===== config.mk =====
export PLATFORM = sky130hd
export DESIGN_NAME = ctr_regs
export DESIGN_NICKNAME = d
export VERILOG_FILES = /design/src/include/ctr_pkg.sv /design/src/include/ctr_coll_if.sv /design/src/ctr_coll_capture.sv /design/src/ctr_regs.sv
export VERILOG_INCLUDE_DIRS = /design/src /design/src/include
export SDC_FILE = /design/constraint.sdc
export NUM_CORES = 1
export LEC_CHECK = 0
export BUFFER_PORTS_ARGS = -buffer_cell sky130_fd_sc_hd__buf_2
export CORE_MARGIN = 2
export CORE_UTILIZATION = 53
export CTS_BUF_LIST = sky130_fd_sc_hd__clkbuf_8
export CTS_CLUSTER_DIAMETER = 120
export DETAILED_ROUTE_END_ITERATION = 6
export MAX_ROUTING_LAYER = met4
export PLACE_DENSITY = 0.95
export SYNTH_ARGS = -nofsm -noshare
export SYNTH_HDL_FRONTEND = slang
export SYNTH_SLANG_ARGS = --single-unit
export TNS_END_PERCENT = 10

===== constraint.sdc =====
create_clock -name clk_i -period 3.7 [get_ports clk_i]
set_input_delay 0.37 -clock clk_i [delete_from_list [all_inputs] [get_ports clk_i]]
set_output_delay 0.37 -clock clk_i [all_outputs]
set_load 0.05 [all_outputs]

===== src/include/ctr_consts.svh =====
`ifndef CTR_CONSTS_SVH
`define CTR_CONSTS_SVH

// ==========================================
// register indices (byte address = 4 * index)
`define CTR_IDX_COLL      6'h1C
`define CTR_IDX_TXH       6'h1D
`define CTR_IDX_TXL       6'h1E
`define CTR_IDX_RATE      6'h1F
`define CTR_IDX_ADC       6'h20
`define CTR_IDX_ISTAT     6'h30
`define CTR_IDX_IMASK     6'h31
`define CTR_IDX_CTRL      6'h32

// ==========================================
// field positions
`define CTR_COLL_BYTE_LSB 4
`define CTR_COLL_BIT_LSB  1
`define CTR_COLL_PAR_BIT  0
`define CTR_TXL_CNT_LSB   3
`define CTR_RATE_LSB      4
`define CTR_IRQ_PAR       0
`define CTR_IRQ_COLL      1
`define CTR_IRQ_RATE      2
`define CTR_IRQ_ADC       3
`define CTR_CTRL_ANCTL    0

// ==========================================
// reset values and limits
`define CTR_RST_BYTE      8'h00
`define CTR_RST_IRQ       4'h0
`define CTR_ANTICOL_MAXB  13'h0006

`endif


===== src/include/ctr_pkg.sv =====
package ctr_pkg;

  typedef enum logic [1:0] {
    CTR_CAP_WAIT = 2'b01,
    CTR_CAP_HELD = 2'b10
  } ctr_cap_state_t;

  typedef struct packed {
    ctr_cap_state_t st;
    logic [7:0]     value;
    logic           captured;
  } ctr_cap_t;

  typedef struct packed {
    logic        ack;
    logic [31:0] rdata;
    logic [7:0]  tx_hi;
    logic [7:0]  tx_lo;
    logic [7:0]  rate;
    logic [7:0]  adc;
    logic [3:0]  stat;
    logic [3:0]  mask;
    logic        anctl;
    logic        nopar;
    logic        irq;
  } ctr_regs_t;

endpackage


===== src/include/ctr_coll_if.sv =====
`timescale 1ns/1ps
interface ctr_coll_if;
  logic        clr;
  logic        rx_start;
  logic        coll;
  logic [12:0] nbytes;
  logic [2:0]  nbit;
  logic        par;
  logic [7:0]  value;
  logic        captured;

  modport cap (
    input  clr,
    input  rx_start,
    input  coll,
    input  nbytes,
    input  nbit,
    input  par,
    output value,
    output captured
  );
  modport host (
    output clr,
    output rx_start,
    output coll,
    output nbytes,
    output nbit,
    output par,
    input  value,
    input  captured
  );
endinterface


===== src/ctr_coll_capture.sv =====
`timescale 1ns/1ps
`include "ctr_consts.svh"

module ctr_coll_capture (
  // clock and reset
  input wire logic clk_i,
  input wire logic rst_i,
  // collision events
  ctr_coll_if.cap  cif
);

  ctr_pkg::ctr_cap_t r;
  ctr_pkg::ctr_cap_t next_r;
  logic              in_range;

  assign cif.value    = r.value;
  assign cif.captured = r.captured;

  // ==========================================
  // capture logic
  always_comb begin
    next_r          = r;
    next_r.captured = 1'b0;
    in_range = cif.nbytes <= `CTR_ANTICOL_MAXB;
    case (r.st)
      ctr_pkg::CTR_CAP_WAIT: begin
        if (cif.coll && in_range) begin
          next_r.value[7:`CTR_COLL_BYTE_LSB] = cif.nbytes[3:0];
          next_r.value[3:`CTR_COLL_BIT_LSB]  = cif.nbit;
          next_r.value[`CTR_COLL_PAR_BIT]    = cif.par;
          next_r.captured = 1'b1;
          next_r.st       = ctr_pkg::CTR_CAP_HELD;
        end
      end
      ctr_pkg::CTR_CAP_HELD: begin
        next_r.st = ctr_pkg::CTR_CAP_HELD;
      end
      default: begin
        next_r.st = ctr_pkg::CTR_CAP_WAIT;
      end
    endcase
    if (cif.rx_start) begin
      next_r.st       = ctr_pkg::CTR_CAP_WAIT;
      next_r.value    = `CTR_RST_BYTE;
      next_r.captured = 1'b0;
    end
    if (cif.clr) begin
      next_r.st       = ctr_pkg::CTR_CAP_WAIT;
      next_r.value    = `CTR_RST_BYTE;
      next_r.captured = 1'b0;
    end
  end

  always_ff @(posedge clk_i) begin
    if (rst_i) begin
      r.st       <= ctr_pkg::CTR_CAP_WAIT;
      r.value    <= `CTR_RST_BYTE;
      r.captured <= 1'b0;
    end else begin
      r <= next_r;
    end
  end
endmodule


===== src/ctr_regs.sv =====
`timescale 1ns/1ps
`include "ctr_consts.svh"

// Function
// - a captured collision shows the count of full bytes before it in bits 7..4.
// - a captured collision shows its bit position within the byte in bits 3..1.
// - bit 0 flags a collision on a parity bit, raised as error only for the first one.
// - collisions in frames longer than an anticollision command leave the display alone.
// - display, bit-rate and converter registers are read-only and cleared by reset or default.
// - a writable 13-bit byte count splits into eight high bits and five low bits 7..3.
// - bits 2..0 of the low count register give split-byte bits, zero meaning none.
// - with a split byte in anticollision mode, the frame goes out without parity.
// - both count registers clear to zero on reset and on the default command.
// - wake-up with anticollision set, card idle and nonzero split bits raises parity error.
// - detected bit rate is held in bits 7..4 with bits 3..0 unused.
// - the converter register shows the last completed eight-bit result.
// - reading the interrupt status clears it; an event set on the edge that latches the read data is cleared unreported.
module ctr_regs (
  // clock and reset
  input  wire logic        clk_i,
  input  wire logic        rst_i,
  // wishbone slave
  input  wire logic        cyc_i,
  input  wire logic        stb_i,
  input  wire logic        we_i,
  input  wire logic [7:0]  adr_i,
  input  wire logic [3:0]  sel_i,
  input  wire logic [31:0] dat_i,
  output logic      [31:0] dat_o,
  output logic             ack_o,
  // device events
  input  wire logic        set_default_i,
  input  wire logic        rx_start_i,
  input  wire logic        coll_i,
  input  wire logic [12:0] coll_bytes_i,
  input  wire logic [2:0]  coll_bit_i,
  input  wire logic        coll_par_i,
  input  wire logic        wupa_cmd_i,
  input  wire logic        card_idle_i,
  input  wire logic        rate_valid_i,
  input  wire logic [3:0]  rate_i,
  input  wire logic        adc_done_i,
  input  wire logic [7:0]  adc_i,
  // transmit setup
  output logic      [12:0] tx_count_o,
  output logic      [2:0]  split_bits_o,
  output logic             tx_no_parity_o,
  // interrupt
  output logic             irq_o
);

  ctr_pkg::ctr_regs_t r;
  ctr_pkg::ctr_regs_t next_r;

  ctr_coll_if cif ();

  logic       req;
  logic [5:0] idx;
  logic       wr;
  logic       rd;
  logic [3:0] ev;
  logic [3:0] clr;

  // ==========================================
  // helpers
  function automatic logic [31:0] widen(input logic [7:0] b);
    widen = {24'h000000, b};
  endfunction

  function automatic logic split_on(input logic a, input logic [7:0] lo);
    split_on = a && (lo[2:0] != 3'h0);
  endfunction

  // ==========================================
  // collision capture
  assign cif.clr      = set_default_i;
  assign cif.rx_start = rx_start_i;
  assign cif.coll     = coll_i;
  assign cif.nbytes   = coll_bytes_i;
  assign cif.nbit     = coll_bit_i;
  assign cif.par      = coll_par_i;

  ctr_coll_capture u_cap (
    .clk_i (clk_i),
    .rst_i (rst_i),
    .cif   (cif.cap)
  );

  // ==========================================
  // bus decode
  // the access completes on the edge where ack is already high, so a
  // write or a read-clear lands exactly when the master takes the answer
  assign req = cyc_i && stb_i;
  assign idx = adr_i[7:2];
  assign wr  = req && r.ack && we_i && sel_i[0];
  assign rd  = req && r.ack && !we_i;

  // ==========================================
  // next state
  always_comb begin
    next_r     = r;
    next_r.ack = req && !r.ack;
    ev         = `CTR_RST_IRQ;
    clr        = `CTR_RST_IRQ;

    if (req && !r.ack) begin
      if (we_i) begin
        next_r.rdata = 32'h00000000;
      end else begin
        case (idx)
          `CTR_IDX_COLL:  next_r.rdata = widen(cif.value);
          `CTR_IDX_TXH:   next_r.rdata = widen(r.tx_hi);
          `CTR_IDX_TXL:   next_r.rdata = widen(r.tx_lo);
          `CTR_IDX_RATE:  next_r.rdata = widen(r.rate);
          `CTR_IDX_ADC:   next_r.rdata = widen(r.adc);
          `CTR_IDX_ISTAT: next_r.rdata = {28'h0000000, r.stat};
          `CTR_IDX_IMASK: next_r.rdata = {28'h0000000, r.mask};
          `CTR_IDX_CTRL:  next_r.rdata = {31'h00000000, r.anctl};
          default:        next_r.rdata = 32'h00000000;
        endcase
      end
    end

    if (wr && idx == `CTR_IDX_TXH) begin
      next_r.tx_hi = dat_i[7:0];
    end
    if (wr && idx == `CTR_IDX_TXL) begin
      next_r.tx_lo = dat_i[7:0];
    end
    if (wr && idx == `CTR_IDX_IMASK) begin
      next_r.mask = dat_i[3:0];
    end
    if (wr && idx == `CTR_IDX_CTRL) begin
      next_r.anctl = dat_i[`CTR_CTRL_ANCTL];
    end
    // write one to clear status
    if (wr && idx == `CTR_IDX_ISTAT) begin
      clr = dat_i[3:0];
    end
    if (rd && idx == `CTR_IDX_ISTAT) begin
      clr = 4'hF;
    end

    if (rate_valid_i) begin
      next_r.rate = {rate_i, 4'h0};
      ev[`CTR_IRQ_RATE] = 1'b1;
    end
    if (adc_done_i) begin
      next_r.adc = adc_i;
      ev[`CTR_IRQ_ADC] = 1'b1;
    end
    if (cif.captured) begin
      ev[`CTR_IRQ_COLL] = 1'b1;
      ev[`CTR_IRQ_PAR]  = cif.value[`CTR_COLL_PAR_BIT];
    end
    if (wupa_cmd_i && card_idle_i && split_on(r.anctl, r.tx_lo)) begin
      ev[`CTR_IRQ_PAR] = 1'b1;
    end
    // a new event wins over a clear in the same cycle
    next_r.stat = (r.stat & ~clr) | ev;

    if (set_default_i) begin
      next_r.tx_hi = `CTR_RST_BYTE;
      next_r.tx_lo = `CTR_RST_BYTE;
      next_r.rate  = `CTR_RST_BYTE;
      next_r.adc   = `CTR_RST_BYTE;
      next_r.stat  = `CTR_RST_IRQ;
      next_r.mask  = `CTR_RST_IRQ;
      next_r.anctl = 1'b0;
    end

    next_r.nopar = split_on(next_r.anctl, next_r.tx_lo);
    next_r.irq   = |(next_r.stat & next_r.mask);
  end

  // ==========================================
  // registers
  always_ff @(posedge clk_i) begin
    if (rst_i) begin
      r.ack   <= 1'b0;
      r.rdata <= 32'h00000000;
      r.tx_hi <= `CTR_RST_BYTE;
      r.tx_lo <= `CTR_RST_BYTE;
      r.rate  <= `CTR_RST_BYTE;
      r.adc   <= `CTR_RST_BYTE;
      r.stat  <= `CTR_RST_IRQ;
      r.mask  <= `CTR_RST_IRQ;
      r.anctl <= 1'b0;
      r.nopar <= 1'b0;
      r.irq   <= 1'b0;
    end else begin
      r <= next_r;
    end
  end

  // ==========================================
  // outputs
  assign dat_o          = r.rdata;
  assign ack_o          = r.ack;
  assign tx_count_o     = {r.tx_hi, r.tx_lo[7:`CTR_TXL_CNT_LSB]};
  assign split_bits_o   = r.tx_lo[2:0];
  assign tx_no_parity_o = r.nopar;
  assign irq_o          = r.irq;
endmodule


-- After elaboration in Yosys (flattened, before gate mapping)
Cells that the tools add are included.
- bits in registers: 83
- input port bits: 85
- word-level logic and storage cells: 74
- magnitude comparators: 1
- eq/ne operators: 11
- mux-type cells: 16
- bitwise gates (word level): 5
- reduce and logical (&&, ||, !) cells: 26
- operators by type and width (operator ; number):
    $pmux W8 S8 ; 1
    $mux W28 ; 1
    $eq A6 B5 Y1 const B ; 4
    $eq A6 B6 Y1 const B ; 4
    $mux W8 ; 3
    $logic_and A1 B1 Y1 ; 17
    $le A13 B3 Y1 const B ; 1
    $mux W4 ; 3
    $mux W11 ; 1
    $and A4 B4 Y4 ; 2
    $reduce_or A4 Y1 ; 2
    $reduce_bool A3 Y1 ; 2
    $mux W1 ; 4
    $not A4 Y4 ; 1
    $or A4 B4 Y4 ; 1
    $pmux W2 S2 ; 1
    $mux W3 ; 1
    $reduce_or A3 Y1 ; 1
    $eq A2 B1 Y1 const B ; 1
    $eq A2 B2 Y1 const B ; 1
    $logic_not A1 Y1 ; 2
    $mux W2 ; 1
    $ne A2 B1 Y1 const B ; 1
    $reduce_and A2 Y1 ; 1
    other kinds (2) ; 2

-- Longest topological paths before layout
- depth after elaboration: 13
- depth in mapped cells: 7
- depth with buffers taken out: 6

-- Hierarchy
Synthesis repeated with hierarchy kept, for this count alone.
- cells, all modules: 338
- area, all modules: 3139.3 um^2
- modules (own cells, without submodules) (module ; instances ; cells an instance ; area each (um^2) ; sequential area each (um^2)):
    ctr_regs ; 1 ; 274 ; 2566.2 ; 960.9
    ctr_coll_capture ; 1 ; 64 ; 573.0 ; 220.2

-- Worst setup path after synthesis
No wires, ideal clock.
- kind: reg2reg
- start point: register r, in the netlist ack_o
- end point: register r, in the netlist irq_o
- library setup time: 0.122 ns
- data arrival time: 1.923 ns
- data required time: 3.578 ns
- path slack: 1.656 ns
- stages on the path, launching flop included: 6
- clock period less this slack: 2.044 ns
- path through: dfxtp_1 > nand3_1 > nor4_4 > mux2i_1 > o32ai_1 > a221o_1
- word-level cells in the longest chain between the ends: 12
- elaborated cells on any way between the ends: 16
- those cells by class: 4 x mux; 4 x bitwise; 8 x reduce/logical
- RTL lines (what ; RTL line ; text):
    start: declaration ; ctr_regs.sv:52 ; ctr_pkg::ctr_regs_t r;
    start signal: assignment ; ctr_regs.sv:192 ; r <= next_r;
    $logic_and A1 B1 Y1 * ; ctr_regs.sv:95, ctr_regs.sv:96 ;
    $logic_and A1 B1 Y1 (2 in series) ; ctr_regs.sv:95 ; assign wr = req && r.ack && we_i && sel_i[0];
    $logic_and A1 B1 Y1 (no source line) ; -- ;
    $mux W4 ; ctr_regs.sv:137 ; if (wr && idx == `CTR_IDX_ISTAT) begin
    $mux W4 ; ctr_regs.sv:140 ; if (rd && idx == `CTR_IDX_ISTAT) begin
    $not A4 Y4 ; ctr_regs.sv:160 ; next_r.stat = (r.stat & ~clr) | ev;
    $and A4 B4 Y4 ; ctr_regs.sv:160 ;
    $or A4 B4 Y4 ; ctr_regs.sv:160 ;
    $mux W28 * ; ctr_regs.sv:162 ; if (set_default_i) begin
    $and A4 B4 Y4 * ; ctr_regs.sv:173 ; next_r.irq = |(next_r.stat & next_r.mask);
    $reduce_or A4 Y1 * ; ctr_regs.sv:173 ;
Every way passes the cells marked *; elsewhere a longest branch is shown, timed or not.
A chain may end at the register's enable or synchronous reset.

-- Worst setup path after layout
- start point: input port adr_i[2]
- end point: register r, in the netlist irq_o
- word-level cells in the longest chain between the ends: 10
- elaborated cells on any way between the ends: 14
- those cells by class: 2 x eq/ne; 4 x mux; 4 x bitwise; 4 x reduce/logical
- RTL lines (what ; RTL line ; text):
    start: declaration ; ctr_regs.sv:26 ; input wire logic [7:0] adr_i,
    $eq A6 B6 Y1 ; -- ;
    $logic_and A1 B1 Y1 (no source line) ; -- ;
    $mux W4 ; ctr_regs.sv:137 ;
    $mux W4 ; ctr_regs.sv:140 ;
    $not A4 Y4 ; ctr_regs.sv:160 ;
    $and A4 B4 Y4 ; ctr_regs.sv:160 ;
    $or A4 B4 Y4 ; ctr_regs.sv:160 ;
    $mux W28 * ; ctr_regs.sv:162 ;
    $and A4 B4 Y4 * ; ctr_regs.sv:173 ;
    $reduce_or A4 Y1 * ; ctr_regs.sv:173 ;
Marks and branches as above.

==> results by group <==
Power and ir drop
  • P_leak: 1.491 nW
  • IR drop worst, VDD: 0.2426 mV
  • Power Dens Cells: 396.5 nW/µm²

Logic synthesis
  • Post-synthesis async set-or-reset flop share: 0%
  • Yosys warns: 0
  • Mean Syn Cell Area: 9.205 µm²
  • Commonest cells in the netlist: dfxtp_1 (59), buf_4 (49), nor2_1 (49), mux2i_1 (41), nand2_1 (24)
  • #FFs+latches synth: 59
  • Yosys top cell area share: 38.19%
  • Yosys cell types: 51
  • Post-synthesis sequential area ratio: 38.19%
  • Main area contributors after synthesis: dfxtp_1 (38%), mux2i_1 (13%), buf_4 (12%), nor2_1 (5.9%), mux4_2 (2.9%)
  • Gate Count Post-Synth: 336
  • Cell Area, Synth: 3093 µm²
  • Biggest area consumer among synthesized cells: dfxtp_1
  • Post-synth EDFFs: 0
  • Top FF cell, synth: dfxtp_1
  • Count leader, synth: dfxtp_1

Clock network
  • CTS tree: built
  • Hold_buf cts: 0
  • Root Driver: clkbuf_8
  • TritonCTS Buffers: 9
  • CTS-repair resized insts: 0
  • Clock Latency Late Sink: 0.34 ns
  • CTS max path bufs: 2
  • Clock-pin slew on the worst setup and hold paths: 0.07 ns
  • Post-CTS Setup Inserts: 0
  • Clk sinks: 59
  • H-tree Lvls: 3

Timing
  • Final Hold Vio Count: 0
  • Slew @ Worst Pin: 0.8161 ns
  • Slew Limit Fails: 0
  • Slew HR: 45.30%
  • Unrepaired setup endpoints after global routing: no
  • Setup tns final: 0 ns
  • Top achievable clock speed: 530.2 MHz
  • Setup violations, final: 0
  • Crit share post-route: 50.97%
  • Crit path time final: 1.886 ns
  • Clock skew: 0.008879 ns

Setup path
  • Register-to-register setup slack: 1.83 ns
  • Worst path max stage delay: 0.47 ns
  • Setup crit start kind: input pin
  • CP arrival: 2.11 ns
  • R2R depth: 5
  • Crit Path Max Fanout: 17
  • Cell Chain, Critical Path: buf_2, nand2b_4, nor4_4, mux2i_1, o32ai_1, a221o_1
  • Worst EP required: 3.92 ns
  • Family with the most delay on the worst path: simple AND/OR/NAND/NOR gates
  • Reg-to-reg endpoint: irq_o
  • Worst R2R Start: ack_o
  • WP buf/inv: 1
  • Slowest-stage cell, CP: nor4_4
  • Critical path depth: 6
  • Crit Path Class: in2reg
  • CP Capture Type: flip-flop

Final layout
  • Nets@finish: 480
  • Post-route insts no fill: 469
  • Area growth, synth to finish: 12.38%
  • Post-layout util: 62.36%
  • Layout cell share with drive strength beyond 1: 29.72%
  • Number of diodes: 0

Min path
  • Hold depth: 2
  • Min-delay src: set_default_i
  • Hold Path Sink: tx_no_parity_o
  • Min-delay worst type: in2reg

Routing
  • Wire per inst: 15.55 µm
  • Initial DRC Count: 169
  • DR pass1 iterations: 4
  • Vias per cell: 5.373
  • Post-route ant nets: 0
  • Wirelength, routed: 7.295 mm
  • Total number of vias: 2520
  • DRC Markers: 0

Placement
  • IO buf count: 82
  • # placed instances: 454
  • Gp weighted congestion: 0.9327
  • HPWL after DPL: 5.517 mm

GRT
  • Initial antenna violation count: 0
  • Grt ovf: 0
  • Vias in the first global route: 2436
  • Largest net degree at the start of global routing: 35
  • Total GRT Usage: 24.80%
  • First-pass GRT wire length: 11.60 mm

Floorplan
  • Initial core utilization: 55.49%
  • Core area: 5574 µm²
  • Die X: 80.39 µm
  • Cell Rows: 27
  • Die height: 80.39 µm
  • I/O pins: 136
  • Die Footprint: 6463 µm²

Status
  • Status: completed

Flow run
  • Max Cap Viol: 0
## logic make-up (layout without fill, tap and decap cells)
family,after synthesis,after routing,share of synthesized area (%)
compound gates,43,43,9.547
fa+ha+maj,3,3,1.133
buf+inv,67,105,14.16
flops,59,59,38.19
mux,46,46,16.67
other cells,1,24,0.1212
simple gates,117,117,20.19
## sequential cells by signal, indices dropped and copies added (netlist names)
name,count
split_bits_o,3
tx_no_parity_o,1
irq_o,1
u_cap.r,2
tx_count_o,13
ack_o,1
r,21
u_cap.cif.captured,1
u_cap.cif.value,8
dat_o,8
## worst max-delay path by stage
stage	from	to	slack, ns
after floorplan	ack_o	irq_o	1.66
after CTS	ack_o	irq_o	1.81
after global routing	adr_i[2]	irq_o	1.67
after detailed placement	adr_i[2]	irq_o	1.45
after global placement	adr_i[2]	irq_o	1.45
final	adr_i[2]	irq_o	1.81
## routing by layer
layer  vias to the layer above  share of wire, %  routed length (µm)  GRT usage (%)
met5                         -                 0                   0              -
met4                         0               1.8                 134          10.85
met3                        16               7.2                 526          6.629
met2                        94                50                3667          40.92
met1                      1189                41                2967          28.36
li1                       1221                 -                   -              -
## area by class of cell
cell class | instances | area, µm²
Fill cell | 493 | 2098
Multi-Input combinational cell | 233 | 1567
Sequential cell | 59 | 1181
Timing Repair Buffer | 83 | 417.9
Clock buffer | 11 | 151.4
Tap cell | 72 | 90.09
Clock inverter | 4 | 42.54
Inverter | 7 | 26.28
## layout by cell type, fill, tap and decap left out, drive strengths merged, types with 3 or more instances in the layout
cell type	instances
a21oi	7
a22o	4
buf	83
clkbuf	11
conb	24
dfxtp	59
inv	9
mux2i	41
mux4	4
nand2	24
nand3	6
nor2	49
nor2b	3
nor3	6
nor4	7
o21ai	12
or2	5
## metrics by stage
stage	total power [mW]	hold slack, ns	cell area [µm²]	setup WS, ns
final	1.378	0.2471	3476	1.814
after global routing	1.428	0.2390	3476	1.672
after CTS	1.385	0.2330	3476	1.809
after detailed placement	0.8106	0.4222	3282	1.454
after global placement	0.8066	0.4209	3282	1.451
after floorplan	0.7818	0.4068	3179	1.656
## worst register-to-register path, stage by stage, from the launching register on
cell and delay, ns:
dfxtp_1 0.36, nand3_1 0.21, nor4_4 0.49, mux2i_1 0.29, o32ai_1 0.11, a221o_1 0.29
## where the power goes
group	internal [mW]	switching (mW)	total [mW]
Clock	0.338	0.242	0.580
Combinational	0.0420	0.112	0.154
Sequential	0.641	0.00333	0.644
Total	1.02	0.357	1.38
Power figures use the tool's default switching activity.
